==> src/cpm_pkg.sv <==
// Constants shared by the codec pin-mux block
package cpm_pkg;
    // ==========================================================
    // Register offsets
    localparam logic [7:0] CPM_ADDR_CFG_TWO = 8'h11;
    localparam logic [7:0] CPM_ADDR_CFG_THREE = 8'h12;
    localparam logic [7:0] CPM_ADDR_CFG_FOUR = 8'h13;
    localparam logic [7:0] CPM_ADDR_CFG_FIVE = 8'h14;
    localparam logic [7:0] CPM_ADDR_CFG_SIX = 8'h15;
    // ==========================================================
    // Reset values and writable masks
    localparam logic [7:0] CPM_RST_CFG_TWO = 8'h80;
    localparam logic [7:0] CPM_RST_CFG_THREE = 8'h00;
    localparam logic [7:0] CPM_RST_CFG_FOUR = 8'h00;
    localparam logic [7:0] CPM_RST_CFG_FIVE = 8'h00;
    localparam logic [7:0] CPM_RST_CFG_SIX = 8'h00;
    localparam logic [7:0] CPM_WMASK_CFG_TWO = 8'hFE;
    localparam logic [7:0] CPM_WMASK_CFG_THREE = 8'hFC;
    localparam logic [7:0] CPM_WMASK_CFG_FOUR = 8'hFF;
    localparam logic [7:0] CPM_WMASK_CFG_FIVE = 8'hFF;
    localparam logic [7:0] CPM_WMASK_CFG_SIX = 8'hF0;
    // ==========================================================
    // Field positions (low bit of each field)
    localparam int CPM_POS_PRI_IN_EN = 7;
    localparam int CPM_POS_SEC_FSYNC = 4;
    localparam int CPM_POS_SEC_BCLK = 1;
    localparam int CPM_POS_SEC_IN1 = 5;
    localparam int CPM_POS_SEC_IN2 = 2;
    localparam int CPM_POS_REC1_DIG = 7;
    localparam int CPM_POS_REC2_DIG = 6;
    localparam int CPM_POS_PAIR1_EDGE = 5;
    localparam int CPM_POS_PAIR2_EDGE = 4;
    localparam int CPM_POS_PAIR1_PIN = 2;
    localparam int CPM_POS_PAIR2_PIN = 0;
    localparam int CPM_POS_MIC_OVRD = 7;
    localparam int CPM_POS_OUT_WITH_IN = 6;
    localparam int CPM_POS_ADC_PD = 4;
    localparam int CPM_POS_DAC_PD = 2;
    localparam int CPM_POS_POWER_LIMITER_EN = 1;
    localparam int CPM_POS_AMP_EN = 0;
    localparam int CPM_POS_BIAS_PIN = 6;
    localparam int CPM_POS_CONV_PIN = 4;
    // ==========================================================
    // Pin source codes
    localparam logic [2:0] CPM_SRC_OFF = 3'h0;
    localparam logic [2:0] CPM_SRC_BIDIR_ONE = 3'h1;
    localparam logic [2:0] CPM_SRC_BIDIR_TWO = 3'h2;
    localparam logic [2:0] CPM_SRC_INPUT_ONLY = 3'h3;
    localparam logic [2:0] CPM_SRC_SERIAL_OUT = 3'h4;
    localparam logic [2:0] CPM_SRC_PRIMARY = 3'h5;
    // ==========================================================
    // Output-pin function codes
    localparam logic [3:0] CPM_OUTF_DISABLED = 4'h0;
    localparam logic [3:0] CPM_OUTF_INPUT = 4'h1;
    localparam logic [3:0] CPM_OUTF_PRI_DATA = 4'h5;
    localparam logic [3:0] CPM_OUTF_LOOPBACK = 4'hD;
    localparam logic [3:0] CPM_OUTF_RESERVED = 4'hF;
    localparam logic [3:0] CPM_RST_OUT_FUNC = CPM_OUTF_PRI_DATA;
    // ==========================================================
    // Synchronised pin vector layout
    localparam int CPM_PIN_BIDIR_ONE = 0;
    localparam int CPM_PIN_BIDIR_TWO = 1;
    localparam int CPM_PIN_INPUT_ONLY = 2;
    localparam int CPM_PIN_SERIAL_OUT = 3;
    localparam int CPM_PIN_PRI_DATA = 4;
    localparam int CPM_PIN_PRI_FSYNC = 5;
    localparam int CPM_PIN_PRI_BCLK = 6;
    localparam int CPM_PIN_MIC_CLK = 7;
    localparam int CPM_PIN_COUNT = 8;
    localparam int CPM_SYNC_STAGES = 2;
endpackage

==> src/cpm_sync.sv <==
// Two-stage synchroniser for asynchronous pin levels
`timescale 1ns/100ps
module cpm_sync #(
    parameter int WIDTH = 8
) (
    input wire logic sys_clk_in,
    input wire logic rstn_in,
    input wire logic [WIDTH-1:0] async_in,
    output logic [WIDTH-1:0] sync_out
);
    // ==========================================================
    // Stages
    // First stage feeds only the second; nothing else may look at it
    logic [WIDTH-1:0] meta;

    always_ff @(posedge sys_clk_in or negedge rstn_in) begin
        if (!rstn_in) begin
            meta <= '0;
            sync_out <= '0;
        end else begin
            meta <= async_in;
            sync_out <= meta;
        end
    end
endmodule

==> src/cpm_pin_mux.sv <==
// Codec interface configuration registers and pin routing
`timescale 1ns/100ps
// What this block does
// - Bit 7 of 0x11 enables primary serial data input, reset one.
// - Secondary frame sync source field 6-4; codes 4, 6, 7 reserved.
// - Secondary bit clock source field 3-1; codes 4, 6, 7 reserved.
// - Secondary first data source at 0x12 bits 7-5, serial pin code 4.
// - Secondary second data source at bits 4-2, same encoding.
// - 0x13 bit 7 picks analog or PDM for record channel 1.
// - 0x13 bit 6 picks analog or PDM for record channel 2.
// - Bit 5 swaps latch edges of channels 1 and 2.
// - Bit 4 swaps latch edges of channels 3 and 4.
// - Bits 3-2 pick the pin carrying channel 1/2 PDM data.
// - Bits 1-0 pick the pin carrying channel 3/4 PDM data.
// - 0x14 bit 7 replaces input-only pin by data input pin for PDM data only.
// - 0x14 bit 6 makes serial output pin also a data input.
// - Bits 5-4 pick ADC power-down pin, ORed with register control.
// - Bits 3-2 pick DAC power-down pin, ORed with register control.
// - 0x14 bit 1 assigns power-limit control to bidir pin one.
// - 0x14 bit 0 assigns amplifier control to bidir pin one.
// - 0x15 bits 7-6 pick the microphone bias enable pin.
// - 0x15 bits 5-4 pick the auxiliary conversion start pin.
// - Output-pin function selects serial pin role, reset primary data.
module cpm_pin_mux
    import cpm_pkg::*;
(
    input wire logic sys_clk_in,
    input wire logic rstn_in,
    input wire logic reg_wr_en_in,
    input wire logic [7:0] reg_addr_in,
    input wire logic [7:0] reg_wdata_in,
    output logic [7:0] reg_rdata_out,
    input wire logic [3:0] out_func_in,
    input wire logic serial_data_out_in,
    input wire logic bidir_pin_one_in,
    input wire logic bidir_pin_two_in,
    input wire logic input_only_pin_in,
    input wire logic serial_pin_in,
    output logic serial_pin_out,
    output logic serial_pin_oe_out,
    input wire logic primary_data_pin_in,
    input wire logic primary_fsync_pin_in,
    input wire logic primary_bclk_pin_in,
    input wire logic mic_bitstream_clock_in,
    input wire logic rec_ch1_analog_in,
    input wire logic rec_ch2_analog_in,
    input wire logic adc_register_power_down_in,
    input wire logic dac_register_power_down_in,
    output logic primary_data_out,
    output logic secondary_fsync_out,
    output logic secondary_bclk_out,
    output logic secondary_enable_out,
    output logic secondary_data1_out,
    output logic secondary_data2_out,
    output logic [3:0] pdm_data_out,
    output logic [3:0] pdm_valid_out,
    output logic rec_ch1_out,
    output logic rec_ch2_out,
    output logic adc_power_down_out,
    output logic dac_power_down_out,
    output logic power_limiter_out,
    output logic amplifier_control_out,
    output logic microphone_bias_enable_out,
    output logic aux_conversion_start_out
);
    // ==========================================================
    // Helper functions
    // Two-bit pin pick; zero select gives a quiet low level
    function automatic logic pick2(input logic [1:0] sel,
                                   input logic [2:0] pins);
        logic r;
        r = 1'b0;
        case (sel)
            2'h1: r = pins[0];
            2'h2: r = pins[1];
            2'h3: r = pins[2];
            default: r = 1'b0;
        endcase
        return r;
    endfunction
    // Three-bit source pick; reserved codes read low
    function automatic logic pick3(input logic [2:0] sel,
        input logic [2:0] pins, input logic ser, input logic pri);
        logic r;
        r = 1'b0;
        case (sel)
            CPM_SRC_BIDIR_ONE: r = pins[0];
            CPM_SRC_BIDIR_TWO: r = pins[1];
            CPM_SRC_INPUT_ONLY: r = pins[2];
            CPM_SRC_SERIAL_OUT: r = ser;
            CPM_SRC_PRIMARY: r = pri;
            default: r = 1'b0;
        endcase
        return r;
    endfunction

    function automatic logic [7:0] masked(input logic [7:0] wd,
        input logic [7:0] m, input logic [7:0] rv);
        return (wd & m) | (rv & ~m);
    endfunction

    // ==========================================================
    // Configuration registers
    logic [7:0] cfg_two;
    logic [7:0] cfg_three;
    logic [7:0] cfg_four;
    logic [7:0] cfg_five;
    logic [7:0] cfg_six;
    wire wr_two = reg_wr_en_in && reg_addr_in == CPM_ADDR_CFG_TWO;
    wire wr_three = reg_wr_en_in && reg_addr_in == CPM_ADDR_CFG_THREE;
    wire wr_four = reg_wr_en_in && reg_addr_in == CPM_ADDR_CFG_FOUR;
    wire wr_five = reg_wr_en_in && reg_addr_in == CPM_ADDR_CFG_FIVE;
    wire wr_six = reg_wr_en_in && reg_addr_in == CPM_ADDR_CFG_SIX;

    // Reserved bits keep their reset value whatever is written
    always_ff @(posedge sys_clk_in or negedge rstn_in) begin
        if (!rstn_in) begin
            cfg_two <= CPM_RST_CFG_TWO;
            cfg_three <= CPM_RST_CFG_THREE;
            cfg_four <= CPM_RST_CFG_FOUR;
            cfg_five <= CPM_RST_CFG_FIVE;
            cfg_six <= CPM_RST_CFG_SIX;
        end else begin
            if (wr_two) begin
                cfg_two <= masked(reg_wdata_in, CPM_WMASK_CFG_TWO,
                                  CPM_RST_CFG_TWO);
            end
            if (wr_three) begin
                cfg_three <= masked(reg_wdata_in, CPM_WMASK_CFG_THREE,
                                    CPM_RST_CFG_THREE);
            end
            if (wr_four) begin
                cfg_four <= masked(reg_wdata_in, CPM_WMASK_CFG_FOUR,
                                   CPM_RST_CFG_FOUR);
            end
            if (wr_five) begin
                cfg_five <= masked(reg_wdata_in, CPM_WMASK_CFG_FIVE,
                                   CPM_RST_CFG_FIVE);
            end
            if (wr_six) begin
                cfg_six <= masked(reg_wdata_in, CPM_WMASK_CFG_SIX,
                                  CPM_RST_CFG_SIX);
            end
        end
    end

    // Unmapped offsets read zero
    always_comb begin
        case (reg_addr_in)
            CPM_ADDR_CFG_TWO: reg_rdata_out = cfg_two;
            CPM_ADDR_CFG_THREE: reg_rdata_out = cfg_three;
            CPM_ADDR_CFG_FOUR: reg_rdata_out = cfg_four;
            CPM_ADDR_CFG_FIVE: reg_rdata_out = cfg_five;
            CPM_ADDR_CFG_SIX: reg_rdata_out = cfg_six;
            default: reg_rdata_out = 8'h00;
        endcase
    end

    // ==========================================================
    // Field decode
    wire primary_serial_input_enable = cfg_two[CPM_POS_PRI_IN_EN];
    wire [2:0] secondary_frame_sync_source =
        cfg_two[CPM_POS_SEC_FSYNC +: 3];
    wire [2:0] secondary_bit_clock_source = cfg_two[CPM_POS_SEC_BCLK +: 3];
    wire [2:0] secondary_first_input_source =
        cfg_three[CPM_POS_SEC_IN1 +: 3];
    wire [2:0] secondary_second_input_source =
        cfg_three[CPM_POS_SEC_IN2 +: 3];
    wire record_ch1_digital_select = cfg_four[CPM_POS_REC1_DIG];
    wire record_ch2_digital_select = cfg_four[CPM_POS_REC2_DIG];
    wire pair_one_latch_edge = cfg_four[CPM_POS_PAIR1_EDGE];
    wire pair_two_latch_edge = cfg_four[CPM_POS_PAIR2_EDGE];
    wire [1:0] pair_one_data_pin = cfg_four[CPM_POS_PAIR1_PIN +: 2];
    wire [1:0] pair_two_data_pin = cfg_four[CPM_POS_PAIR2_PIN +: 2];
    wire mic_data_pin_override = cfg_five[CPM_POS_MIC_OVRD];
    wire out_with_in = cfg_five[CPM_POS_OUT_WITH_IN];
    wire [1:0] adc_powerdown_pin = cfg_five[CPM_POS_ADC_PD +: 2];
    wire [1:0] dac_powerdown_pin = cfg_five[CPM_POS_DAC_PD +: 2];
    wire power_limit_pin_enable = cfg_five[CPM_POS_POWER_LIMITER_EN];
    wire amp_control_pin_enable = cfg_five[CPM_POS_AMP_EN];
    wire [1:0] mic_bias_enable_pin = cfg_six[CPM_POS_BIAS_PIN +: 2];
    wire [1:0] aux_conversion_start_pin = cfg_six[CPM_POS_CONV_PIN +: 2];

    // ==========================================================
    // Pin synchronisers
    logic [CPM_PIN_COUNT-1:0] pins_raw;
    logic [CPM_PIN_COUNT-1:0] pins;
    assign pins_raw = {mic_bitstream_clock_in, primary_bclk_pin_in,
                       primary_fsync_pin_in, primary_data_pin_in,
                       serial_pin_in, input_only_pin_in,
                       bidir_pin_two_in, bidir_pin_one_in};

    cpm_sync #(
        .WIDTH(CPM_PIN_COUNT)
    ) u_sync (
        .sys_clk_in(sys_clk_in),
        .rstn_in(rstn_in),
        .async_in(pins_raw),
        .sync_out(pins)
    );

    wire [2:0] gp = pins[CPM_PIN_INPUT_ONLY:CPM_PIN_BIDIR_ONE];
    wire pri_data = pins[CPM_PIN_PRI_DATA];

    // ==========================================================
    // Serial output pin role
    wire outf_input = out_func_in == CPM_OUTF_INPUT;
    wire outf_quiet = out_func_in == CPM_OUTF_DISABLED ||
                      out_func_in == CPM_OUTF_RESERVED;
    wire ser_is_input = out_with_in || outf_input;
    wire ser_drives = !outf_input && !outf_quiet;
    wire ser_level = ser_is_input ? pins[CPM_PIN_SERIAL_OUT] : 1'b0;
    wire loop_sel = out_func_in == CPM_OUTF_LOOPBACK;
    wire next_ser_out = loop_sel ? pri_data : serial_data_out_in;

    // ==========================================================
    // Secondary port and primary input routing
    // Serial pin code is reserved for frame sync and bit clock: their slot is tied low
    wire next_sec_fsync = pick3(secondary_frame_sync_source, gp, 1'b0,
                                pins[CPM_PIN_PRI_FSYNC]);
    wire next_sec_bclk = pick3(secondary_bit_clock_source, gp, 1'b0,
                               pins[CPM_PIN_PRI_BCLK]);
    wire next_sec_data1 = pick3(secondary_first_input_source, gp,
                                ser_level, pri_data);
    wire next_sec_data2 = pick3(secondary_second_input_source, gp,
                                ser_level, pri_data);
    wire sec_fs_ok = secondary_frame_sync_source inside
                     {CPM_SRC_BIDIR_ONE, CPM_SRC_BIDIR_TWO,
                      CPM_SRC_INPUT_ONLY, CPM_SRC_PRIMARY};
    wire sec_bc_ok = secondary_bit_clock_source inside
                     {CPM_SRC_BIDIR_ONE, CPM_SRC_BIDIR_TWO,
                      CPM_SRC_INPUT_ONLY, CPM_SRC_PRIMARY};
    wire next_pri_data = primary_serial_input_enable & pri_data;

    // ==========================================================
    // Microphone data pins and latching edges
    // Override swaps the input-only pin for the data input pin
    wire [2:0] mic_pins = {mic_data_pin_override ? pri_data : gp[2],
                           gp[1], gp[0]};
    wire pair1_bit = pick2(pair_one_data_pin, mic_pins);
    wire pair2_bit = pick2(pair_two_data_pin, mic_pins);
    logic mic_clk_prev;
    wire mic_rise = pins[CPM_PIN_MIC_CLK] && !mic_clk_prev;
    wire mic_fall = !pins[CPM_PIN_MIC_CLK] && mic_clk_prev;
    // Edge bit zero: odd channel on falling edge, even on rising
    wire ch1_edge = pair_one_latch_edge ? mic_rise : mic_fall;
    wire ch2_edge = pair_one_latch_edge ? mic_fall : mic_rise;
    wire ch3_edge = pair_two_latch_edge ? mic_rise : mic_fall;
    wire ch4_edge = pair_two_latch_edge ? mic_fall : mic_rise;
    wire [3:0] lat_en = {ch4_edge && pair_two_data_pin != 2'h0,
                         ch3_edge && pair_two_data_pin != 2'h0,
                         ch2_edge && pair_one_data_pin != 2'h0,
                         ch1_edge && pair_one_data_pin != 2'h0};
    wire [3:0] lat_bits = {pair2_bit, pair2_bit, pair1_bit, pair1_bit};

    // ==========================================================
    // Control pin functions
    wire adc_pin_pd = pick2(adc_powerdown_pin, gp);
    wire dac_pin_pd = pick2(dac_powerdown_pin, gp);
    wire bias_level = pick2(mic_bias_enable_pin, gp);
    wire conv_level = pick2(aux_conversion_start_pin, gp);
    logic conv_prev;

    // ==========================================================
    // Output registers
    always_ff @(posedge sys_clk_in or negedge rstn_in) begin
        if (!rstn_in) begin
            mic_clk_prev <= 1'b0;
            conv_prev <= 1'b0;
            pdm_data_out <= 4'h0;
            pdm_valid_out <= 4'h0;
            primary_data_out <= 1'b0;
            secondary_fsync_out <= 1'b0;
            secondary_bclk_out <= 1'b0;
            secondary_enable_out <= 1'b0;
            secondary_data1_out <= 1'b0;
            secondary_data2_out <= 1'b0;
            serial_pin_out <= 1'b0;
            serial_pin_oe_out <= 1'b0;
        end else begin
            mic_clk_prev <= pins[CPM_PIN_MIC_CLK];
            conv_prev <= conv_level;
            pdm_data_out <= (lat_en & lat_bits) |
                            (~lat_en & pdm_data_out);
            pdm_valid_out <= lat_en;
            primary_data_out <= next_pri_data;
            secondary_fsync_out <= next_sec_fsync;
            secondary_bclk_out <= next_sec_bclk;
            secondary_enable_out <= sec_fs_ok && sec_bc_ok;
            secondary_data1_out <= next_sec_data1;
            secondary_data2_out <= next_sec_data2;
            serial_pin_out <= next_ser_out;
            serial_pin_oe_out <= ser_drives;
        end
    end

    always_ff @(posedge sys_clk_in or negedge rstn_in) begin
        if (!rstn_in) begin
            rec_ch1_out <= 1'b0;
            rec_ch2_out <= 1'b0;
            adc_power_down_out <= 1'b0;
            dac_power_down_out <= 1'b0;
            power_limiter_out <= 1'b0;
            amplifier_control_out <= 1'b0;
            microphone_bias_enable_out <= 1'b0;
            aux_conversion_start_out <= 1'b0;
        end else begin
            rec_ch1_out <= record_ch1_digital_select ? pdm_data_out[0] :
                           rec_ch1_analog_in;
            rec_ch2_out <= record_ch2_digital_select ? pdm_data_out[1] :
                           rec_ch2_analog_in;
            adc_power_down_out <= adc_register_power_down_in |
                                  adc_pin_pd;
            dac_power_down_out <= dac_register_power_down_in |
                                  dac_pin_pd;
            power_limiter_out <= power_limit_pin_enable & gp[0];
            amplifier_control_out <= amp_control_pin_enable & gp[0];
            microphone_bias_enable_out <= bias_level;
            aux_conversion_start_out <= conv_level & ~conv_prev;
        end
    end
endmodule

==> config.mk <==
export PLATFORM = sky130hd
export DESIGN_NAME = cpm_pin_mux
export DESIGN_NICKNAME = d
export VERILOG_FILES = /design/src/cpm_pkg.sv /design/src/cpm_sync.sv /design/src/cpm_pin_mux.sv
export SDC_FILE = /design/constraint.sdc
export NUM_CORES = 1
export LEC_CHECK = 0
export BUFFER_PORTS_ARGS = -buffer_cell sky130_fd_sc_hd__buf_2
export CAP_MARGIN = 20
export CORE_ASPECT_RATIO = 1.25
export CORE_MARGIN = 5
export CORE_UTILIZATION = 45
export DETAILED_ROUTE_END_ITERATION = 8
export HOLD_SLACK_MARGIN = 0.08
export PLACE_DENSITY = 0.68
export SLEW_MARGIN = 0
export SYNTH_ARGS = -nofsm -noshare
export SYNTH_HDL_FRONTEND = slang
export SYNTH_SLANG_ARGS = --single-unit
export TNS_END_PERCENT = 50
==> constraint.sdc <==
create_clock -name sys_clk_in -period 3.8 [get_ports sys_clk_in]
set_input_delay 0.76 -clock sys_clk_in [delete_from_list [all_inputs] [get_ports sys_clk_in]]
set_output_delay 0.76 -clock sys_clk_in [all_outputs]
set_load 0.01 [all_outputs]
==> results.md, run 1 <==
* Clock Sinks at 75
* Global route total overflow at 0
* Synth cell types at 39
* Largest net degree at the start of global routing at 76
* CP max stage cell: nor4b_4
* # port buffers at 67
* Kind of critical path: input pin to output pin
* HPWL after DPL at 5160 µm
* Die area at 9160 µm²
* Hold Fails Final Rpt at 0
* Routed vias at 2226
* Post-synth top cells: dfrtp_1, mux2_2, mux2i_1, nand3b_1
* GP Congestion at 0.814
* FFs w/ async S/R, synth at 100%
* Period utilization at 78.6%
* Outcome: complete, no violations
* Most instantiated library cell after synthesis: dfrtp_1
* Synthesized flop and latch total at 75
* Antenna diode count at 0
* Setup TNS at 0 ps
* Layout cells sized above 1 at a little over two fifths
* I/O pins at 68
* Core Region at 7270 µm²
* Clock Latency Late Sink at 350 ps
* Resized cells post-CTS at 0
* Cells after Synth at 254
* CP max stage delay at 430 ps
* Peak supply drop at ~200 µV
* Max Clock Skew at 3.21 ps
* Synth area leaders: dfrtp_1, mux2_2, mux2i_1
* Area fraction of the dominant cell type after synthesis at 56.1%
* Gr usage total at between 10% and 20%
* Post-CTS Setup Bufs at 0
* Cells along the critical path: buf_2 -> nor4b_4 -> nor2b_1 -> buf_4 -> nor2b_1 -> buf_2
* Cell area after synthesis at 3300 µm²
* Hold_buf cts at 0
* Relative slew slack at 38.0%
* Antenna violations before repair at 0
* DR WL/cell at approximately 17 µm
* Drt pass-1 iters at 4
* 1st-iter DRT viols at 88
* RSZ-0062 raised after global routing: false
* Fmax at between 0.3 and 0.4 GHz
* Final setup viols at 0
* CTS max path bufs at 2
* MaxCap Viol Count at 0
* Number of global-route vias before repair at 2338
* Crit path DAT at 2230 ps
* # rows at 35
* Endpoint type of the worst setup path: output pin
* TritonCTS clock tree: yes
* Main synth FF type: dfrtp_1
* Die W at 86.6 µm
* First-pass GRT wire length at 11900 µm
* Syn nets at just under 300
* Sequential element share of the synthesized area at 56.9%
* Avg Inst Size Synth at 13.0 µm²
* Initial Util at 45.4%
* Total Wirelength at 7280 µm
* Synth-to-Final Area Change at 19.7%
* Min cycle time layout at ~3000 ps
* HP Class: flop to flop
* Post-route core utilization at 54.4%
* Fin. max-slew vios at 0
* CTS Buf Count at 9
* Number of synthesized flops with an enable pin at 0
* Clock Pin Slew Worst Setup and Hold Paths at 70 ps
* Slew at the pin closest to its max-slew limit at between 900 and 1000 ps
* Crit path launch type: input pin
* Via/cell ratio at 5.31
* H-tree lvl count at 3
* Crit-path max FO at 6
* Synthesis Warnings at 0
* Leakage power at between 1.5 and 2 nW
* Die Y at 106 µm
* Worst EP required at 3040 ps
* Area leader, netlist: dfrtp_1
* Antenna Nets Post-Route at 0
* Nets at 358
* Pwr dens at 453 nW/µm²
* CTS root buf: clkbuf_8
* DR DRC count at 0
## path summary, 6_finish.rpt
check | to | depth (start not counted) | slack [ps] | from
worst min register to register | u_sync.sync_out[1]$_DFF_PN0_ | 0 | 350 | u_sync.meta[1]$_DFF_PN0_
max in group asynchronous | secondary_fsync_out$_DFF_PN0_ | 1 | 2660 | rstn_in
worst min-delay path | u_sync.sync_out[1]$_DFF_PN0_ | 0 | 350 | u_sync.meta[1]$_DFF_PN0_
worst max register to register | flop | 3 | 2170 | cfg_four[5]$_DFFE_PN0P_
min in group asynchronous | pdm_valid_out[0]$_DFF_PN0_ | 1 | 550 | rstn_in
worst max-delay path | reg_rdata_out[5] | 6 | 810 | reg_addr_in[3]
## through the flow
stage / instance area, µm² / power (mW) / worst slack, ps / instances / hold WS [ps]
2_1_floorplan: 3300 / 0.987 / 1270 / 254 / 331
4_1_cts: 3950 / 1.81 / 794 / 419 / 355
5_1_grt: 3950 / 1.86 / 699 / 419 / 363
3_5_place_dp: 3710 / 1.08 / 799 / 403 / 337
6_report: 3950 / 1.79 / 813 / 419 / 352
3_3_place_gp: 3710 / 1.07 / 830 / 403 / 333
## per-layer routing
layer	vias up	wire (µm)	track usage, %
met1	1112	3050	21.2
li1	1056	-	-
met4	0	145	7.35
met5	-	0	0
met3	11	288	3.60
met2	47	3790	28.6
## registers in the layout, indices dropped and copies added (netlist names), 4 cells and up, named ones only
signal,count
cfg_six,4
cfg_two,7
cfg_three,6
u_sync.meta,8
cfg_five,8
u_sync.sync_out,8
cfg_four,8
pdm_valid_out,4
## cells in the final DEF, fill, tap and decap left out, drive strengths merged, types with 2 or more instances in the layout
cell type,synthesis,layout
dfrtp,74,74
buf,5,68
mux2,48,48
nand3b,14,14
mux2i,14,14
nand2,11,11
a21oi,11,11
nor2,10,10
clkbuf,6,9
o21a,7,7
nor2b,6,6
o21ai,5,5
a211oi,4,4
nand2b,4,4
or3b,4,4
o22ai,3,3
inv,3,3
and2,3,3
bufinv,0,3
clkinv,0,3
a31oi,2,2
o221ai,2,2
nor4b,2,2
nand3,2,2
## where the power goes
part | total (mW) | switching [mW] | internal, mW
combinational | 0.169 | 0.0852 | 0.0834
clock | 0.732 | 0.297 | 0.435
sequential | 0.888 | 0.0411 | 0.847
total | 1.79 | 0.424 | 1.37
## cells by family (layout without fill, tap and decap cells)
logic type	Yosys count	in the layout	share of synthesized area [%]
AOI/OAI and AO/OA	39	39	7.77
buffers and inverters	14	87	1.86
DFF	75	75	56.9
muxes	62	62	20.6
and+or+nand+nor	64	64	12.9
## final cells by class
type,count,area (µm²)
tap,92,115
clock buffer,9,124
sequential,75,1880
clock inverter,7,116
multi-input combinational,165,1360
fill,671,3320
timing repair buffer,68,345
inverter,3,11.3
## critical path, delay by kind of cell
family | cells | cell delay [ps]
buf+inv | 3 | 480
simple gates | 3 | 990
Note: power is estimated with default switching activity, not from simulation.
==> inputs of run 2 (changes only) <==
==> constraint.sdc (replaced) <==
create_clock -name sys_clk_in -period 2.9 [get_ports sys_clk_in]
set_input_delay 0.58 -clock sys_clk_in [delete_from_list [all_inputs] [get_ports sys_clk_in]]
set_output_delay 0.58 -clock sys_clk_in [all_outputs]
set_load 0.01 [all_outputs]
==> run 2 against run 1 <==
  * Clock skew rose by 4.0 ps
  * Design area is 0.54% lower
  * Hold slack got worse by 10 ps
  * Utilization shrank 0.29 points
  * Routed wire length fell by 1.8%
  * Worst setup slack worse by 330 ps
  * Flip-flop and latch count did not move
==> results.md, run 2 (synthesis results as in run 1) <==
* MaxCap Viol Count at 0 (unchanged)
* Nets at 360 (was 358)
* Die Y at 106 µm (unchanged)
* Slew at the pin closest to its max-slew limit at 921 ps (was 929 ps)
* Number of global-route vias before repair at 2284 (was 2338)
* Clock Latency Late Sink at 340 ps (was 350 ps)
* # rows at 35 (unchanged)
* Global route total overflow at 0 (unchanged)
* Crit path DAT at 1840 ps (was 2230 ps)
* Commonest non-fill, non-tap cell in the layout: dfrtp_1 (unchanged)
* Worst EP required at 2320 ps (was 3040 ps)
* Setup ws final at 481 ps (was 813 ps)
* CTS root buf: clkbuf_8 (unchanged)
* Layout cells sized above 1 at 43.5% (was 43.4%)
* CP max stage delay at 380 ps (was 430 ps)
* Min cycle time layout at 2420 ps
* Reg area at 1880 µm² (unchanged)
* Leakage power at 1.90 nW (about the same)
* Pwr dens at 557 nW/µm² (was 453 nW/µm²)
* Layer with the highest usage: met2 (unchanged)
* Drt pass-1 iters at 4 (unchanged)
* Initial Util at 45.4% (unchanged)
* Cells along the critical path: buf_2 -> mux2_2 -> a222oi_1 -> nor2b_1 -> buf_2 (was buf_2 -> nor4b_4 -> nor2b_1 -> buf_4 -> nor2b_1 -> buf_2)
* 1st-iter DRT viols at 62 (was 88)
* Antenna Nets Post-Route at 0 (unchanged)
* Kind of critical path: input pin to output pin (unchanged)
* Resized cells post-CTS at 0 (unchanged)
* Peak supply drop at 319 µV (was 203 µV)
* Clock Sinks at 75 (unchanged)
* Period utilization at 83.4%
* HPWL after DPL at 5200 µm (was 5160 µm)
* Footprint of the multi-input gates at 1360 µm² (unchanged)
* Fin. max-slew vios at 0 (unchanged)
* GP Congestion at 0.793 (was 0.814)
* GRT met2 Usage at 27.5% (was 28.6%)
* CTS max path bufs at 2 (unchanged)
* RSZ-0062 raised after global routing: false (unchanged)
* Core Region at 7270 µm² (unchanged)
* CTS Buf Count at 9 (unchanged)
* Hold_buf cts at 0 (unchanged)
* Hold Fails Final Rpt at 0 (unchanged)
* HP Class: input pin to flop (was flop to flop)
* Met3 Usage GRT at 2.66% (was 3.60%)
* Outcome: complete, no violations (unchanged)
* Antenna violations before repair at 0 (unchanged)
* First-pass GRT wire length at 11500 µm (was 11900 µm)
* Most frequent cells in the layout: dfrtp_1, buf_2, mux2_2, nand3b_1, mux2i_1 (unchanged)
* DR WL/cell at 17.0 µm (was 17.4 µm)
* Via/cell ratio at 5.40 (was 5.31)
* Crit path launch type: input pin (unchanged)
* Crit-path max FO at 18 (was 6)
* Fmax at 0.413 GHz
* I/O pins at 68 (unchanged)
* Relative slew slack at 38.6% (was 38.0%)
* Synth-to-Final Area Change at 19.1% (was 19.7%)
* Fill cell count at 675 (was 671)
* Hold Slack at 341 ps (was 352 ps)
* Design Power at 2.19 mW (was 1.79 mW)
* Worst Path Buf+Inv at 2 (was 3)
* Endpoint type of the worst setup path: output pin (unchanged)
* Routed vias at 2273 (was 2226)
* Max Clock Skew at 7.19 ps (was 3.21 ps)
* # port buffers at 67 (unchanged)
* Worst path top cell family by delay: buffers and inverters (was simple AND/OR/NAND/NOR gates)
* Gr usage total at 16.5% (was 17.1%)
* Largest net degree at the start of global routing at 76 (unchanged)
* Total Wirelength at 7140 µm (was 7280 µm)
* CP max stage cell: mux2_2 (was nor4b_4)
* Clock Pin Slew Worst Setup and Hold Paths at 70 ps (about the same)
* TritonCTS clock tree: yes (unchanged)
* Die area at 9160 µm² (unchanged)
* Setup TNS at 0 ps (unchanged)
* Antenna diode count at 0 (unchanged)
* Met1 usage in global routing at 20.4% (was 21.2%)
* Top cell by count, worst path: buf_2
* Post-CTS Setup Bufs at 0 (unchanged)
* Final setup viols at 0 (unchanged)
* Pre-CTS setup slack at 483 ps (was 799 ps)
* DR DRC count at 0 (unchanged)
* H-tree lvl count at 3 (unchanged)
* Die W at 86.6 µm (unchanged)
==> run 2: cell types whose count changed in the layout (fill, tap and decap cells not counted), sizes merged <==
cell | before | now
bufinv | 3 | 1
buf | 68 | 70
clkinvlp | 1 | 0
clkbuf | 9 | 12
==> run 2: report_power, final <==
part           switching [mW]  leakage, nW  internal (mW)
sequential             0.0536        0.978           1.11
combinational           0.111        0.816          0.110
clock                   0.359        0.106          0.443
total                   0.524         1.90           1.66
==> run 2: stage by stage <==
stage               util (%)  cell area (µm²)  instances
CTS                     54.1             3930        421
global route            54.1             3930        421
global placement        51.3             3730        405
detailed placement      51.3             3730        405
floorplan                  -             3300        254
finish                  54.1             3930        421
==> run 2: layout make-up <==
cell class	instances	share of cell area, %
timing repair buffer	70	9.17
multi-input combinational	165	34.7
inverter	3	0.286
sequential	75	47.8
clock inverter	4	1.24
clock buffer	12	3.95
tap	92	2.93
==> run 2: final timing paths <==
path / startpoint / to / slack (ps) / depth (start not counted)
hold reg to reg: u_sync.meta[3]$_DFF_PN0_ / u_sync.sync_out[3]$_DFF_PN0_ / 350 / 0
min in group asynchronous: rstn_in / pdm_valid_out[1]$_DFF_PN0_ / 380 / 1
hold / removal: primary_bclk_pin_in / u_sync.meta[6]$_DFF_PN0_ / 340 / 1
setup / recovery: reg_addr_in[2] / reg_rdata_out[5] / 480 / 5
setup reg to reg: cfg_four[5]$_DFFE_PN0P_ / flop / 1260 / 3
max in group asynchronous: rstn_in / cfg_six[5]$_DFFE_PN0P_ / 1930 / 1
==> run 2: routing by layer <==
layer / part of all wire [%] / up-vias
met2: 52 / 50
li1: - / 1069
met3: 3.9 / 17
met4: 2.7 / 0
met1: 41 / 1137
met5: 0 / -
==> inputs of run 3 (changes only) <==
--- a/config.mk
+++ b/config.mk
@@ -12,7 +12,7 @@
 export CORE_UTILIZATION = 45
 export DETAILED_ROUTE_END_ITERATION = 8
 export HOLD_SLACK_MARGIN = 0.08
-export PLACE_DENSITY = 0.68
+export PLACE_DENSITY = 0.7
 export SLEW_MARGIN = 0
 export SYNTH_ARGS = -nofsm -noshare
 export SYNTH_HDL_FRONTEND = slang
==> constraint.sdc (replaced) <==
create_clock -name sys_clk_in -period 2.15 [get_ports sys_clk_in]
set_input_delay 0.43 -clock sys_clk_in [delete_from_list [all_inputs] [get_ports sys_clk_in]]
set_output_delay 0.43 -clock sys_clk_in [all_outputs]
set_load 0.01 [all_outputs]
==> run 3 against run 2 <==
  * Routed wire length increased by 4.5%
  * Hold slack got worse by 150 ps
  * Power increased by 26%
  * Clock skew decreased by 1.3 ps
  * Register-to-register slack got worse by 790 ps
  * Design area about the same
  * Clock-buffer cell count decreased by 2
  * Sequential share of layout area about the same
  * Critical path depth decreased by 1
  * Non-clock buffer count increased by 7
  * Largest power group unchanged
  * Highest routed layer unchanged
==> results.md, run 3 (synthesis results as in run 1) <==
* Gr usage total at 17.6% (was 16.5%)
* Most frequent cells in the layout: dfrtp_1, buf_2, mux2_2, nand3b_1, mux2i_1 (unchanged)
* Initial Util at 45.4% (unchanged)
* Clock Pin Slew Worst Setup and Hold Paths at 70 ps (about the same)
* Worst EP required at 1720 ps (was 2320 ps)
* Fmax at 0.493 GHz
* DR WL/cell at 17.5 µm (was 17.0 µm)
* Fin. max-slew vios at 0 (unchanged)
* Drt pass-1 iters at 4 (unchanged)
* 1st-iter DRT viols at 93 (was 62)
* Reg2Reg Setup Slack at 470 ps (was 1260 ps)
* Final setup viols at 0 (unchanged)
* Hold Fails Final Rpt at 0 (unchanged)
* Routed vias at 2301 (was 2273)
* Relative slew slack at 68.6% (was 38.6%)
* Die Y at 106 µm (unchanged)
* Pwr dens at 701 nW/µm² (was 557 nW/µm²)
* Synth-to-Final Area Change at 19.0% (was 19.1%)
* CTS Buf Count at 9 (unchanged)
* Die W at 86.6 µm (unchanged)
* Setup crit start: cfg_two[5]$_DFFE_PN0P_ (was reg_addr_in[2])
* DR DRC count at 0 (unchanged)
* Clock Sinks at 75 (unchanged)
* Crit-path max FO at 6 (was 18)
* I/O pins at 68 (unchanged)
* Period utilization at 94.3%
* Fill cell count at 672 (was 675)
* Antenna violations before repair at 0 (unchanged)
* Setup TNS at 0 ps (unchanged)
* First-pass GRT wire length at 12300 µm (was 11500 µm)
* Commonest non-fill, non-tap cell in the layout: dfrtp_1 (unchanged)
* Clock Latency Late Sink at 340 ps (about the same)
* Layout cells sized above 1 at 44.0% (was 43.5%)
* HPWL after DPL at 5500 µm (was 5200 µm)
* Max Clock Skew at 5.93 ps (was 7.19 ps)
* Crit path launch type: flop (was input pin)
* GP Congestion at 0.789 (was 0.793)
* Via/cell ratio at 5.40 (about the same)
* Antenna diode count at 0 (unchanged)
* Crit path capture: reg_rdata_out[5] (unchanged)
* HP Class: input pin to flop (unchanged)
* Nets at 367 (was 360)
* Global route total overflow at 0 (unchanged)
* Largest net degree at the start of global routing at 36 (was 76)
* MaxCap Viol Count at 0 (unchanged)
* Worst R2R Start: cfg_four[5]$_DFFE_PN0P_ (unchanged)
* Total Wirelength at 7460 µm (was 7140 µm)
* Antenna Nets Post-Route at 0 (unchanged)
* Kind of critical path: flop to output pin (was input pin to output pin)
* TritonCTS clock tree: yes (unchanged)
* Peak supply drop at 379 µV (was 319 µV)
* # rows at 35 (unchanged)
* Crit path DAT at 1600 ps (was 1840 ps)
* Post-CTS Setup Bufs at 0 (unchanged)
* Reg2Reg Depth at 3 (unchanged)
* Endpoint type of the worst setup path: output pin (unchanged)
* Min cycle time layout at between 2000 and 2500 ps
* Number of global-route vias before repair at 2477 (was 2284)
* Die area at 9160 µm² (unchanged)
* CTS max path bufs at 2 (unchanged)
* Core Region at 7270 µm² (unchanged)
* Slew at the pin closest to its max-slew limit at 471 ps (was 921 ps)
* CTS root buf: clkbuf_8 (unchanged)
* Outcome: complete, no violations (unchanged)
* RSZ-0062 raised after global routing: false (unchanged)
* Hold Slack at 191 ps (was 341 ps)
* # port buffers at 67 (unchanged)
* Leakage power at 1.91 nW (was 1.90 nW)
* H-tree lvl count at 3 (unchanged)
==> run 3: how the worst min path moves through the flow <==
stage	startpoint	end	slack (ps)	depth (start not counted)
after floorplan	rstn_in	asynchronous set/reset pin	130	0
after global placement	u_sync.meta[5]$_DFF_PN0_	u_sync.sync_out[5]$_DFF_PN0_	330	0
after detailed placement	u_sync.meta[1]$_DFF_PN0_	u_sync.sync_out[1]$_DFF_PN0_	330	0
after CTS	serial_pin_in	u_sync.meta[3]$_DFF_PN0_	170	1
after global routing	mic_bitstream_clock_in	u_sync.meta[7]$_DFF_PN0_	180	1
final	serial_pin_in	u_sync.meta[3]$_DFF_PN0_	190	1
==> run 3: layer usage <==
| metal | vias up | wire length [µm] | track usage (%) |
|---|---|---|---|
| li1 | 1074 | - | - |
| met1 | 1164 | 3000 | 20.6 |
| met2 | 53 | 3960 | 29.8 |
| met3 | 10 | 374 | 4.69 |
| met4 | 0 | 134 | 7.57 |
| met5 | - | 0 | 0 |
==> run 3: layout make-up <==
| type | instances | area (µm²) | area share, % |
|---|---|---|---|
| Sequential cell | 75 | 1880 | 47.8 |
| Timing Repair Buffer | 77 | 415 | 10.6 |
| Inverter | 3 | 11.3 | 0.287 |
| Tap cell | 92 | 115 | 2.93 |
| Clock inverter | 4 | 20.0 | 0.509 |
| Multi-Input combinational cell | 165 | 1360 | 34.7 |
| Clock buffer | 10 | 128 | 3.25 |
==> run 3: stage by stage <==
stage	instance area, µm²	instances	total power, mW	utilization [%]	setup slack (ps)
after floorplan	3300	254	1.74	-	284
after global placement	3770	411	1.90	51.9	240
after detailed placement	3770	411	1.91	51.9	232
after CTS	3930	426	2.80	54.1	104
after global routing	3930	426	2.89	54.1	22.6
final	3930	426	2.76	54.1	123
==> run 3: what timing repair did <==
action                    in CTS  in global routing
hold endpoints to repair      31                  0
gates resized for setup        0                  0
hold buffers                   1                  0
==> run 3: critical path, stage by stage, from the launching register on <==
cell	delay, ps
dfrtp_1	430
mux2_2	280
a222oi_1	300
nor2b_1	100
buf_2	150
==> run 3: power breakdown <==
group          total (mW)  switching [mW]  internal [mW]
Sequential           1.57          0.0711           1.50
Combinational       0.313           0.155          0.157
Clock               0.873           0.475          0.398
Total                2.76           0.701           2.05
